## src/core/prio_pkg.sv

```systemverilog
// package: register map, field layout and reset values of the priority block
// ****************************************************************************
// ****************************************************************************
package prio_pkg;

  // ****************************************************************************
  // register byte addresses
  // ****************************************************************************
  localparam logic [4:0] ADDR_STATUS  = 5'h00;
  localparam logic [4:0] ADDR_CORE    = 5'h04;
  localparam logic [4:0] ADDR_INTCTL  = 5'h08;
  localparam logic [4:0] ADDR_UARTPRI = 5'h0c;
  localparam logic [4:0] ADDR_PWMPRI  = 5'h10;

  // ****************************************************************************
  // field positions
  // ****************************************************************************
  localparam int LEVEL_LO_POS   = 5;
  localparam int LEVEL_EXT_POS  = 3;
  localparam int NEST_DIS_POS   = 15;
  localparam int ADDR_FLT_POS   = 3;
  localparam int STK_FLT_POS    = 2;
  localparam int OSC_FLT_POS    = 1;
  localparam int UART2_PRI_POS  = 8;
  localparam int UART1_PRI_POS  = 4;
  localparam int PWM6_PRI_POS   = 12;
  localparam int PWM5_PRI_POS   = 8;
  localparam int PWM4_PRI_POS   = 4;
  localparam int PWM3_PRI_POS   = 0;
  localparam int NUM_SRC        = 6;

  // ****************************************************************************
  // reset values, top cpu level and priority-off code
  // ****************************************************************************
  localparam logic [2:0] PRI_RESET   = 3'h4;
  localparam logic [2:0] LEVEL_RESET = 3'h0;
  localparam logic [2:0] LEVEL_TOP   = 3'h7;
  localparam logic [2:0] PRI_OFF     = 3'h0;

  // ****************************************************************************
  // carriers
  // ****************************************************************************
  typedef struct packed {
    logic        read;
    logic        write;
    logic [4:0]  address;
    logic [31:0] writedata;
  } bus_req_t;

  typedef struct packed {
    logic addr_fault;
    logic stack_fault;
    logic osc_fault;
  } trap_evt_t;

endpackage

```

## src/core/prio_sync.sv

```systemverilog
// three-flop input synchroniser with agreement filter
`timescale 1ns/10ps
module prio_sync
(
  // clock and reset
  input  wire logic clk_i,
  input  wire logic rst_i,
  // pin side
  input  wire logic async_i,
  // synchronous side
  output logic      level_o
);

  logic [2:0] stage_q;
  logic [2:0] stage_d;
  logic       level_q;
  logic       level_d;

  always_comb
  begin
    stage_d = {stage_q[1:0], async_i};
    level_d = level_q;
    // only the second and third stages are compared; the first feeds the second only
    if (stage_q[1] == stage_q[2])
    begin
      level_d = stage_q[2];
    end
  end

  always_ff @(posedge clk_i or posedge rst_i)
  begin
    if (rst_i)
    begin
      stage_q <= 3'h0;
      level_q <= 1'b0;
    end
    else
    begin
      stage_q <= stage_d;
      level_q <= level_d;
    end
  end

  assign level_o = level_q;

endmodule

```

## src/core/cpu_priority_and_trap_status.sv

```systemverilog
// top: cpu priority level, trap flags and per-source priorities
//
// Decided for this implementation: the Avalon-MM slave port and the address map.
`timescale 1ns/10ps
module cpu_priority_and_trap_status
(
  // clock and reset
  input  wire logic            clk_i,
  input  wire logic            rst_i,
  // avalon-mm slave
  input  wire logic [4:0]      avs_address_i,
  input  wire logic            avs_read_i,
  input  wire logic            avs_write_i,
  input  wire logic [31:0]     avs_writedata_i,
  input  wire logic [3:0]      avs_byteenable_i,
  output logic [31:0]          avs_readdata_o,
  output logic                 avs_waitrequest_o,
  output logic [1:0]           avs_response_o,
  // core side: level entry on exception or interrupt acceptance
  input  wire logic            level_load_i,
  input  wire logic [3:0]      level_value_i,
  // trap event pulses from core logic
  input  wire prio_pkg::trap_evt_t trap_evt_i,
  // oscillator monitor, asynchronous
  input  wire logic            osc_fail_async_i,
  // pending requests from sources: uart2, uart1, pwm6, pwm5, pwm4, pwm3
  input  wire logic [5:0]      src_pending_i,
  // to core
  output logic [3:0]           cpu_level_o,
  output logic                 user_irq_block_o,
  output logic [5:0]           src_present_o
);

  // ****************************************************************************
  // state
  // ****************************************************************************
  logic [2:0]  level_lo_q;
  logic [2:0]  level_lo_d;
  logic        level_ext_q;
  logic        level_ext_d;
  logic        nest_dis_q;
  logic        nest_dis_d;
  logic [2:0]  trap_q;
  logic [2:0]  trap_d;
  logic [2:0]  pri_q [prio_pkg::NUM_SRC];
  logic [2:0]  pri_d [prio_pkg::NUM_SRC];
  logic        ack_q;
  logic        ack_d;
  logic        wait_q;
  logic [31:0] rdata_q;
  logic [31:0] rdata_d;
  logic [1:0]  resp_q;
  logic [1:0]  resp_d;
  logic [3:0]  level_out_q;
  logic        block_q;
  logic [5:0]  present_q;
  logic [5:0]  present_d;
  logic        osc_fail_sync;
  logic        osc_fail_prev_q;
  prio_pkg::bus_req_t req;

  prio_sync u_osc_sync
  (
    .clk_i   (clk_i),
    .rst_i   (rst_i),
    .async_i (osc_fail_async_i),
    .level_o (osc_fail_sync)
  );

  // ****************************************************************************
  // helpers
  // ****************************************************************************
  // field position of source n inside its priority register
  function automatic int src_pos(input int n);
    case (n)
      0:       src_pos = prio_pkg::UART2_PRI_POS;
      1:       src_pos = prio_pkg::UART1_PRI_POS;
      2:       src_pos = prio_pkg::PWM6_PRI_POS;
      3:       src_pos = prio_pkg::PWM5_PRI_POS;
      4:       src_pos = prio_pkg::PWM4_PRI_POS;
      default: src_pos = prio_pkg::PWM3_PRI_POS;
    endcase
  endfunction

  // register address that holds source n
  function automatic logic [4:0] src_addr(input int n);
    src_addr = (n < 2) ? prio_pkg::ADDR_UARTPRI : prio_pkg::ADDR_PWMPRI;
  endfunction

  // byte lane enable covering a bit position
  function automatic logic lane_on(input logic [3:0] be, input int pos);
    lane_on = be[pos / 8];
  endfunction

  assign req.read      = avs_read_i;
  assign req.write     = avs_write_i;
  assign req.address   = avs_address_i;
  assign req.writedata = avs_writedata_i;

  logic        wr_go;
  logic        rd_go;
  logic        mapped;
  assign wr_go  = req.write && !ack_q;
  assign rd_go  = req.read && !ack_q;
  assign mapped = (req.address == prio_pkg::ADDR_STATUS)  ||
                  (req.address == prio_pkg::ADDR_CORE)    ||
                  (req.address == prio_pkg::ADDR_INTCTL)  ||
                  (req.address == prio_pkg::ADDR_UARTPRI) ||
                  (req.address == prio_pkg::ADDR_PWMPRI);

  // ****************************************************************************
  // cpu level and nesting control
  // ****************************************************************************
  always_comb
  begin
    level_lo_d  = level_lo_q;
    level_ext_d = level_ext_q;
    nest_dis_d  = nest_dis_q;
    if (wr_go && req.address == prio_pkg::ADDR_STATUS && !nest_dis_q &&
        lane_on(avs_byteenable_i, prio_pkg::LEVEL_LO_POS))
    begin
      level_lo_d = req.writedata[prio_pkg::LEVEL_LO_POS +: 3];
    end
    // software may only clear the extension bit
    if (wr_go && req.address == prio_pkg::ADDR_CORE &&
        lane_on(avs_byteenable_i, prio_pkg::LEVEL_EXT_POS) &&
        !req.writedata[prio_pkg::LEVEL_EXT_POS])
    begin
      level_ext_d = 1'b0;
    end
    if (wr_go && req.address == prio_pkg::ADDR_INTCTL &&
        lane_on(avs_byteenable_i, prio_pkg::NEST_DIS_POS))
    begin
      nest_dis_d = req.writedata[prio_pkg::NEST_DIS_POS];
    end
    // hardware entry wins over a same-cycle software write
    if (level_load_i)
    begin
      level_lo_d  = level_value_i[2:0];
      level_ext_d = level_value_i[3];
    end
  end

  always_ff @(posedge clk_i or posedge rst_i)
  begin
    if (rst_i)
    begin
      level_lo_q  <= prio_pkg::LEVEL_RESET;
      level_ext_q <= 1'b0;
      nest_dis_q  <= 1'b0;
    end
    else
    begin
      level_lo_q  <= level_lo_d;
      level_ext_q <= level_ext_d;
      nest_dis_q  <= nest_dis_d;
    end
  end

  // ****************************************************************************
  // sticky trap flags
  // ****************************************************************************
  logic [2:0] trap_set;
  assign trap_set = {trap_evt_i.addr_fault,
                     trap_evt_i.stack_fault,
                     trap_evt_i.osc_fault || (osc_fail_sync && !osc_fail_prev_q)};

  always_comb
  begin
    trap_d = trap_q;
    if (wr_go && req.address == prio_pkg::ADDR_INTCTL && avs_byteenable_i[0])
    begin
      trap_d = {req.writedata[prio_pkg::ADDR_FLT_POS],
                req.writedata[prio_pkg::STK_FLT_POS],
                req.writedata[prio_pkg::OSC_FLT_POS]};
    end
    // a fault in the clearing cycle is kept
    trap_d = trap_d | trap_set;
  end

  always_ff @(posedge clk_i or posedge rst_i)
  begin
    if (rst_i)
    begin
      trap_q          <= 3'h0;
      osc_fail_prev_q <= 1'b0;
    end
    else
    begin
      trap_q          <= trap_d;
      osc_fail_prev_q <= osc_fail_sync;
    end
  end

  // ****************************************************************************
  // per-source priority fields
  // ****************************************************************************
  genvar g;
  generate
    for (g = 0; g < prio_pkg::NUM_SRC; g++)
    begin : g_pri
      always_comb
      begin
        pri_d[g] = pri_q[g];
        if (wr_go && req.address == src_addr(g) &&
            lane_on(avs_byteenable_i, src_pos(g)))
        begin
          pri_d[g] = req.writedata[src_pos(g) +: 3];
        end
      end

      always_ff @(posedge clk_i or posedge rst_i)
      begin
        if (rst_i)
        begin
          pri_q[g] <= prio_pkg::PRI_RESET;
        end
        else
        begin
          pri_q[g] <= pri_d[g];
        end
      end
    end
  endgenerate

  // ****************************************************************************
  // interrupt gating toward the core
  // ****************************************************************************
  logic [3:0] cur_level;
  logic       block;
  assign cur_level = {level_ext_q, level_lo_q};
  assign block     = level_ext_q ||
                     (level_lo_q == prio_pkg::LEVEL_TOP);

  always_comb
  begin
    present_d = '0;
    for (int n = 0; n < prio_pkg::NUM_SRC; n++)
    begin
      // 000 never beats level 0, so a disabled source never shows
      present_d[n] = src_pending_i[n] && !block &&
                     (pri_q[n] != prio_pkg::PRI_OFF) &&
                     ({1'b0, pri_q[n]} > cur_level);
    end
  end

  always_ff @(posedge clk_i or posedge rst_i)
  begin
    if (rst_i)
    begin
      level_out_q <= 4'h0;
      block_q     <= 1'b0;
      present_q   <= 6'h00;
    end
    else
    begin
      level_out_q <= cur_level;
      block_q     <= block;
      present_q   <= present_d;
    end
  end

  // ****************************************************************************
  // avalon-mm answer: one wait cycle, then acknowledge
  // ****************************************************************************
  always_comb
  begin
    ack_d   = (req.read || req.write) && !ack_q;
    rdata_d = rdata_q;
    resp_d  = resp_q;
    if (rd_go || wr_go)
    begin
      rdata_d = 32'h0000_0000;
      resp_d  = mapped ? 2'h0 : 2'h2;
    end
    if (rd_go)
    begin
      case (req.address)
        prio_pkg::ADDR_STATUS:
        begin
          rdata_d[prio_pkg::LEVEL_LO_POS +: 3] = level_lo_q;
        end
        prio_pkg::ADDR_CORE:
        begin
          rdata_d[prio_pkg::LEVEL_EXT_POS] = level_ext_q;
        end
        prio_pkg::ADDR_INTCTL:
        begin
          rdata_d[prio_pkg::NEST_DIS_POS] = nest_dis_q;
          rdata_d[prio_pkg::ADDR_FLT_POS] = trap_q[2];
          rdata_d[prio_pkg::STK_FLT_POS]  = trap_q[1];
          rdata_d[prio_pkg::OSC_FLT_POS]  = trap_q[0];
        end
        prio_pkg::ADDR_UARTPRI:
        begin
          rdata_d[prio_pkg::UART2_PRI_POS +: 3] = pri_q[0];
          rdata_d[prio_pkg::UART1_PRI_POS +: 3] = pri_q[1];
        end
        prio_pkg::ADDR_PWMPRI:
        begin
          rdata_d[prio_pkg::PWM6_PRI_POS +: 3] = pri_q[2];
          rdata_d[prio_pkg::PWM5_PRI_POS +: 3] = pri_q[3];
          rdata_d[prio_pkg::PWM4_PRI_POS +: 3] = pri_q[4];
          rdata_d[prio_pkg::PWM3_PRI_POS +: 3] = pri_q[5];
        end
        default:
        begin
          rdata_d = 32'h0000_0000;
        end
      endcase
    end
  end

  always_ff @(posedge clk_i or posedge rst_i)
  begin
    if (rst_i)
    begin
      ack_q   <= 1'b0;
      wait_q  <= 1'b1;
      rdata_q <= 32'h0000_0000;
      resp_q  <= 2'h0;
    end
    else
    begin
      ack_q   <= ack_d;
      // own flop, so the pin carries no gate after the register
      wait_q  <= !ack_d;
      rdata_q <= rdata_d;
      resp_q  <= resp_d;
    end
  end

  // ****************************************************************************
  // outputs
  // ****************************************************************************
  assign avs_readdata_o    = rdata_q;
  assign avs_response_o    = resp_q;
  assign avs_waitrequest_o = wait_q;
  assign cpu_level_o       = level_out_q;
  assign user_irq_block_o  = block_q;
  assign src_present_o     = present_q;

endmodule

```

## config.mk

```make
export PLATFORM = sky130hd
export DESIGN_NAME = cpu_priority_and_trap_status
export DESIGN_NICKNAME = d
export VERILOG_FILES = /design/src/core/prio_pkg.sv /design/src/core/prio_sync.sv /design/src/core/cpu_priority_and_trap_status.sv
export SDC_FILE = /design/constraint.sdc
export NUM_CORES = 1
export LEC_CHECK = 0
export BUFFER_PORTS_ARGS = -buffer_cell sky130_fd_sc_hd__buf_2
export CAP_MARGIN = 20
export CORE_MARGIN = 10
export CORE_UTILIZATION = 55
export CTS_CLUSTER_SIZE = 12
export DETAILED_ROUTE_END_ITERATION = 8
export PLACE_DENSITY = 0.82
export SLEW_MARGIN = 20
export SYNTH_ARGS = -nofsm -noshare
export SYNTH_HDL_FRONTEND = slang
export SYNTH_SLANG_ARGS = --single-unit
export TNS_END_PERCENT = 50
```

## constraint.sdc

```tcl
create_clock -name clk_i -period 3.94 [get_ports clk_i]
set_input_delay 0.197 -clock clk_i [delete_from_list [all_inputs] [get_ports clk_i]]
set_output_delay 0.197 -clock clk_i [all_outputs]
set_load 0.01 [all_outputs]
```

==> key figures <==
Clock network
  • Post-CTS setup repair buffer count: 0
  • CTS H-tree lvls: 3
  • Worst-case clock buffer depth: 2
  • TritonCTS Sinks: 77
  • CTS buffer count: 9
  • Worst-path clk slew: 70 ps
  • CTS tree: done
  • Worst-Skew Late Latency: 340 ps
  • Root Buffer: clkbuf_8

Timing
  • Final hold violations: 33
  • Peak Freq: 584 MHz
  • Slew margin rel.: 45.7%
  • Final setup viols: 0
  • RSZ-0062 raised after global routing: false
  • Clk_skew: 5.33 ps
  • Tmin final: 1710 ps
  • Period utilization: 43.5%
  • Total negative setup slack: 0 ps
  • Final Max Slew Viols: 0
  • WHS: -16.8 ps
  • Worst-margin pin slew: 814 ps

Placed design
  • Cell Area, Placed: 3850 sq um
  • PortBufs: 85
  • Gpl congestion: 0.805
  • Hpwl dp: 6150 um

Global route
  • First-pass GRT wire length: 13500 um
  • Met2 usage: 27.7%
  • Number of global-route vias before repair: 2689
  • Pin count of the biggest net entering global routing: 49
  • Grt met1 use: 20.6%
  • GRT Util Overall: 17.3%
  • Global routing's busiest layer: met2
  • Antenna violations before repair: 0
  • Met3 Usage GRT: 5.57%
  • Grt ovf: 0

Routing
  • Post-route ant nets: 0
  • Final WL: 8150 um
  • Vias/cell: 5.54
  • Pre-Repair DR Iteration Count: 4
  • Vias: 2486
  • # DRC: 0
  • Initial DRC Count: 143
  • Drt wl/cell: 18.1 um

Pwr
  • Peak supply drop: 0.390 mV
  • LEAKAGE: 2.13 nW
  • Power per Cell Area: 413 nW/um^2

Floorplanning
  • Ports: 106
  • Die area: 9610 sq um
  • Initial Utilization: 56.6%
  • Die extent in y: 98.0 um
  • Row cnt: 28
  • Die width: 98.0 um
  • Core ar.: 5920 sq um

Yosys
  • Distinct cell type count after synthesis: 40
  • Ys async rst share: 100%
  • Area share of the leading cell type in the synthesized netlist: 52.3%
  • Area contributors post-synth: dfrtp_1 (52%), ha_1 (6.7%), mux2_2 (6.4%)
  • Most area-hungry cell type in the Yosys netlist: dfrtp_1
  • Top FF cell, synth: dfrtp_1
  • Post-Synthesis Cells: 278
  • Syn_nets: 356
  • #FFs+latches synth: 77
  • Post-synth EDFFs: 0
  • Syn Area/Cell: 12.0 sq um
  • Synthesized area: 3350 sq um
  • Register area share after synthesis: 57.8%
  • Ys Warns: 0

Critical path
  • Critical path arrival: 1940 ps
  • FF-to-FF Start: ack_q
  • Critical path origin: ack_q
  • Worst Path Required: 4160 ps
  • Crit-path max FO: 6
  • Setup CP Type: flop to flop
  • Worst Setup Start Kind: flop
  • Crit. End Element: flop

Run
  • Max-cap violations: 0

Finish
  • Final layout net count: 448
  • Fill count: 463
  • Most frequent cells in the layout: buf_2 (85), dfrtp_1 (70), mux2_2 (19), ha_1 (18)
  • Design Area, Final: 4060 sq um
  • Most common cell after layout, fill and taps aside: buf_2
  • Ant diodes: 0
  • Fraction of layout cells with a size suffix above 1: 36.4%
  • Area Growth Syn to Fin: 21.3%

Hold path
  • Hold Path Class: input port to async pin

Run status
  • Status: complete, but fails checks
  • Failing checks: hold timing
## worst max-delay path, cell delays in order, from the launching register on
cell and delay [ps]:
dfrtp_1 420, and3b_1 330, nand4b_1 250, mux2_2 340, mux2_2 260
## cells in the mapped netlist, types with 10 or more instances
cell type / n
ha_1: 18
o21ai_0: 13
a21oi_1: 12
nand2_1: 16
mux2_2: 19
dfrtp_1: 70
inv_1: 18
nand3_1: 10
nor3_1: 10
and2_1: 17
## stage by stage
step | setup slack (ps) | power, mW | instances | utilization, % | hold slack (ps)
after floorplan | 1790 | 1.01 | 278 | - | 228
after global placement | 1960 | 1.08 | 433 | 65.1 | 305
after detailed placement | 1940 | 1.09 | 433 | 65.1 | 308
after CTS | 2230 | 1.69 | 449 | 68.6 | 39.6
after global routing | 2140 | 1.77 | 449 | 68.6 | 39.2
final | 2230 | 1.68 | 449 | 68.6 | -16.8
## cells by family (layout without fill, tap and decap cells)
| group | count (synthesis) | count (layout) | share of synthesized area [%] |
|---|---|---|---|
| DFF | 77 | 77 | 57.8 |
| and+or+nand+nor | 77 | 77 | 12.8 |
| other | 1 | 1 | 0.112 |
| muxes | 27 | 27 | 9.00 |
| adders and majority gates | 19 | 19 | 7.02 |
| buffers and inverters | 25 | 121 | 3.06 |
| AOI/OAI and AO/OA | 52 | 52 | 10.2 |
## path summary, 6_finish.rpt
path / slack [ps] / depth (start not counted) / end
hold / removal: -20 / 2 / avs_readdata_o[30]
hold reg to reg: 360 / 0 / u_osc_sync.stage_q[1]
setup reg to reg: 2230 / 4 / level_lo_q[2]
setup / recovery: 2230 / 4 / level_lo_q[2]
min in group clk_i: 50 / 3 / trap_q[0]
max in group asynchronous: 3050 / 3 / pri_q[2]
## what timing repair did
| action | in CTS | in global routing |
|---|---|---|
| hold buffers | 1 | 0 |
| hold endpoints to repair | 1 | 0 |
| gates resized for setup | 0 | 0 |
## final cells by class
class,count,area [sq um],share of cell area [%]
clock buffers,11,151,3.73
clock inverters,4,47.5,1.17
inverters,18,68.8,1.69
multi-input cells,176,1320,32.4
flip-flops and latches,77,1940,47.6
well taps,75,93.8,2.31
repair buffers,88,450,11.1
## sequential cells by signal, indices dropped and copies added, names as in the netlist
name,count
avs_readdata_o,32
pri_q,18
src_present_o,6
cpu_level_o,4
level_lo_q,3
trap_q,3
u_osc_sync.stage_q,3
ack_q,1
avs_response_o,1
avs_waitrequest_o,1
level_ext_q,1
nest_dis_q,1
osc_fail_prev_q,1
u_osc_sync.level_o,1
user_irq_block_o,1
## report_power, final
part / switching (mW) / leakage [nW] / internal [mW]
logic: 0.116 / 1.03 / 0.0936
clock network: 0.277 / 0.101 / 0.322
registers: 0.0366 / 0.994 / 0.835
total: 0.429 / 2.13 / 1.25
## metal layers
layer	wire length (um)	vias to the layer above
met4	231	0
met1	3280	1213
met2	4020	79
met5	0	-
li1	-	1171
met3	614	23
Power figures use the tool's default switching activity.
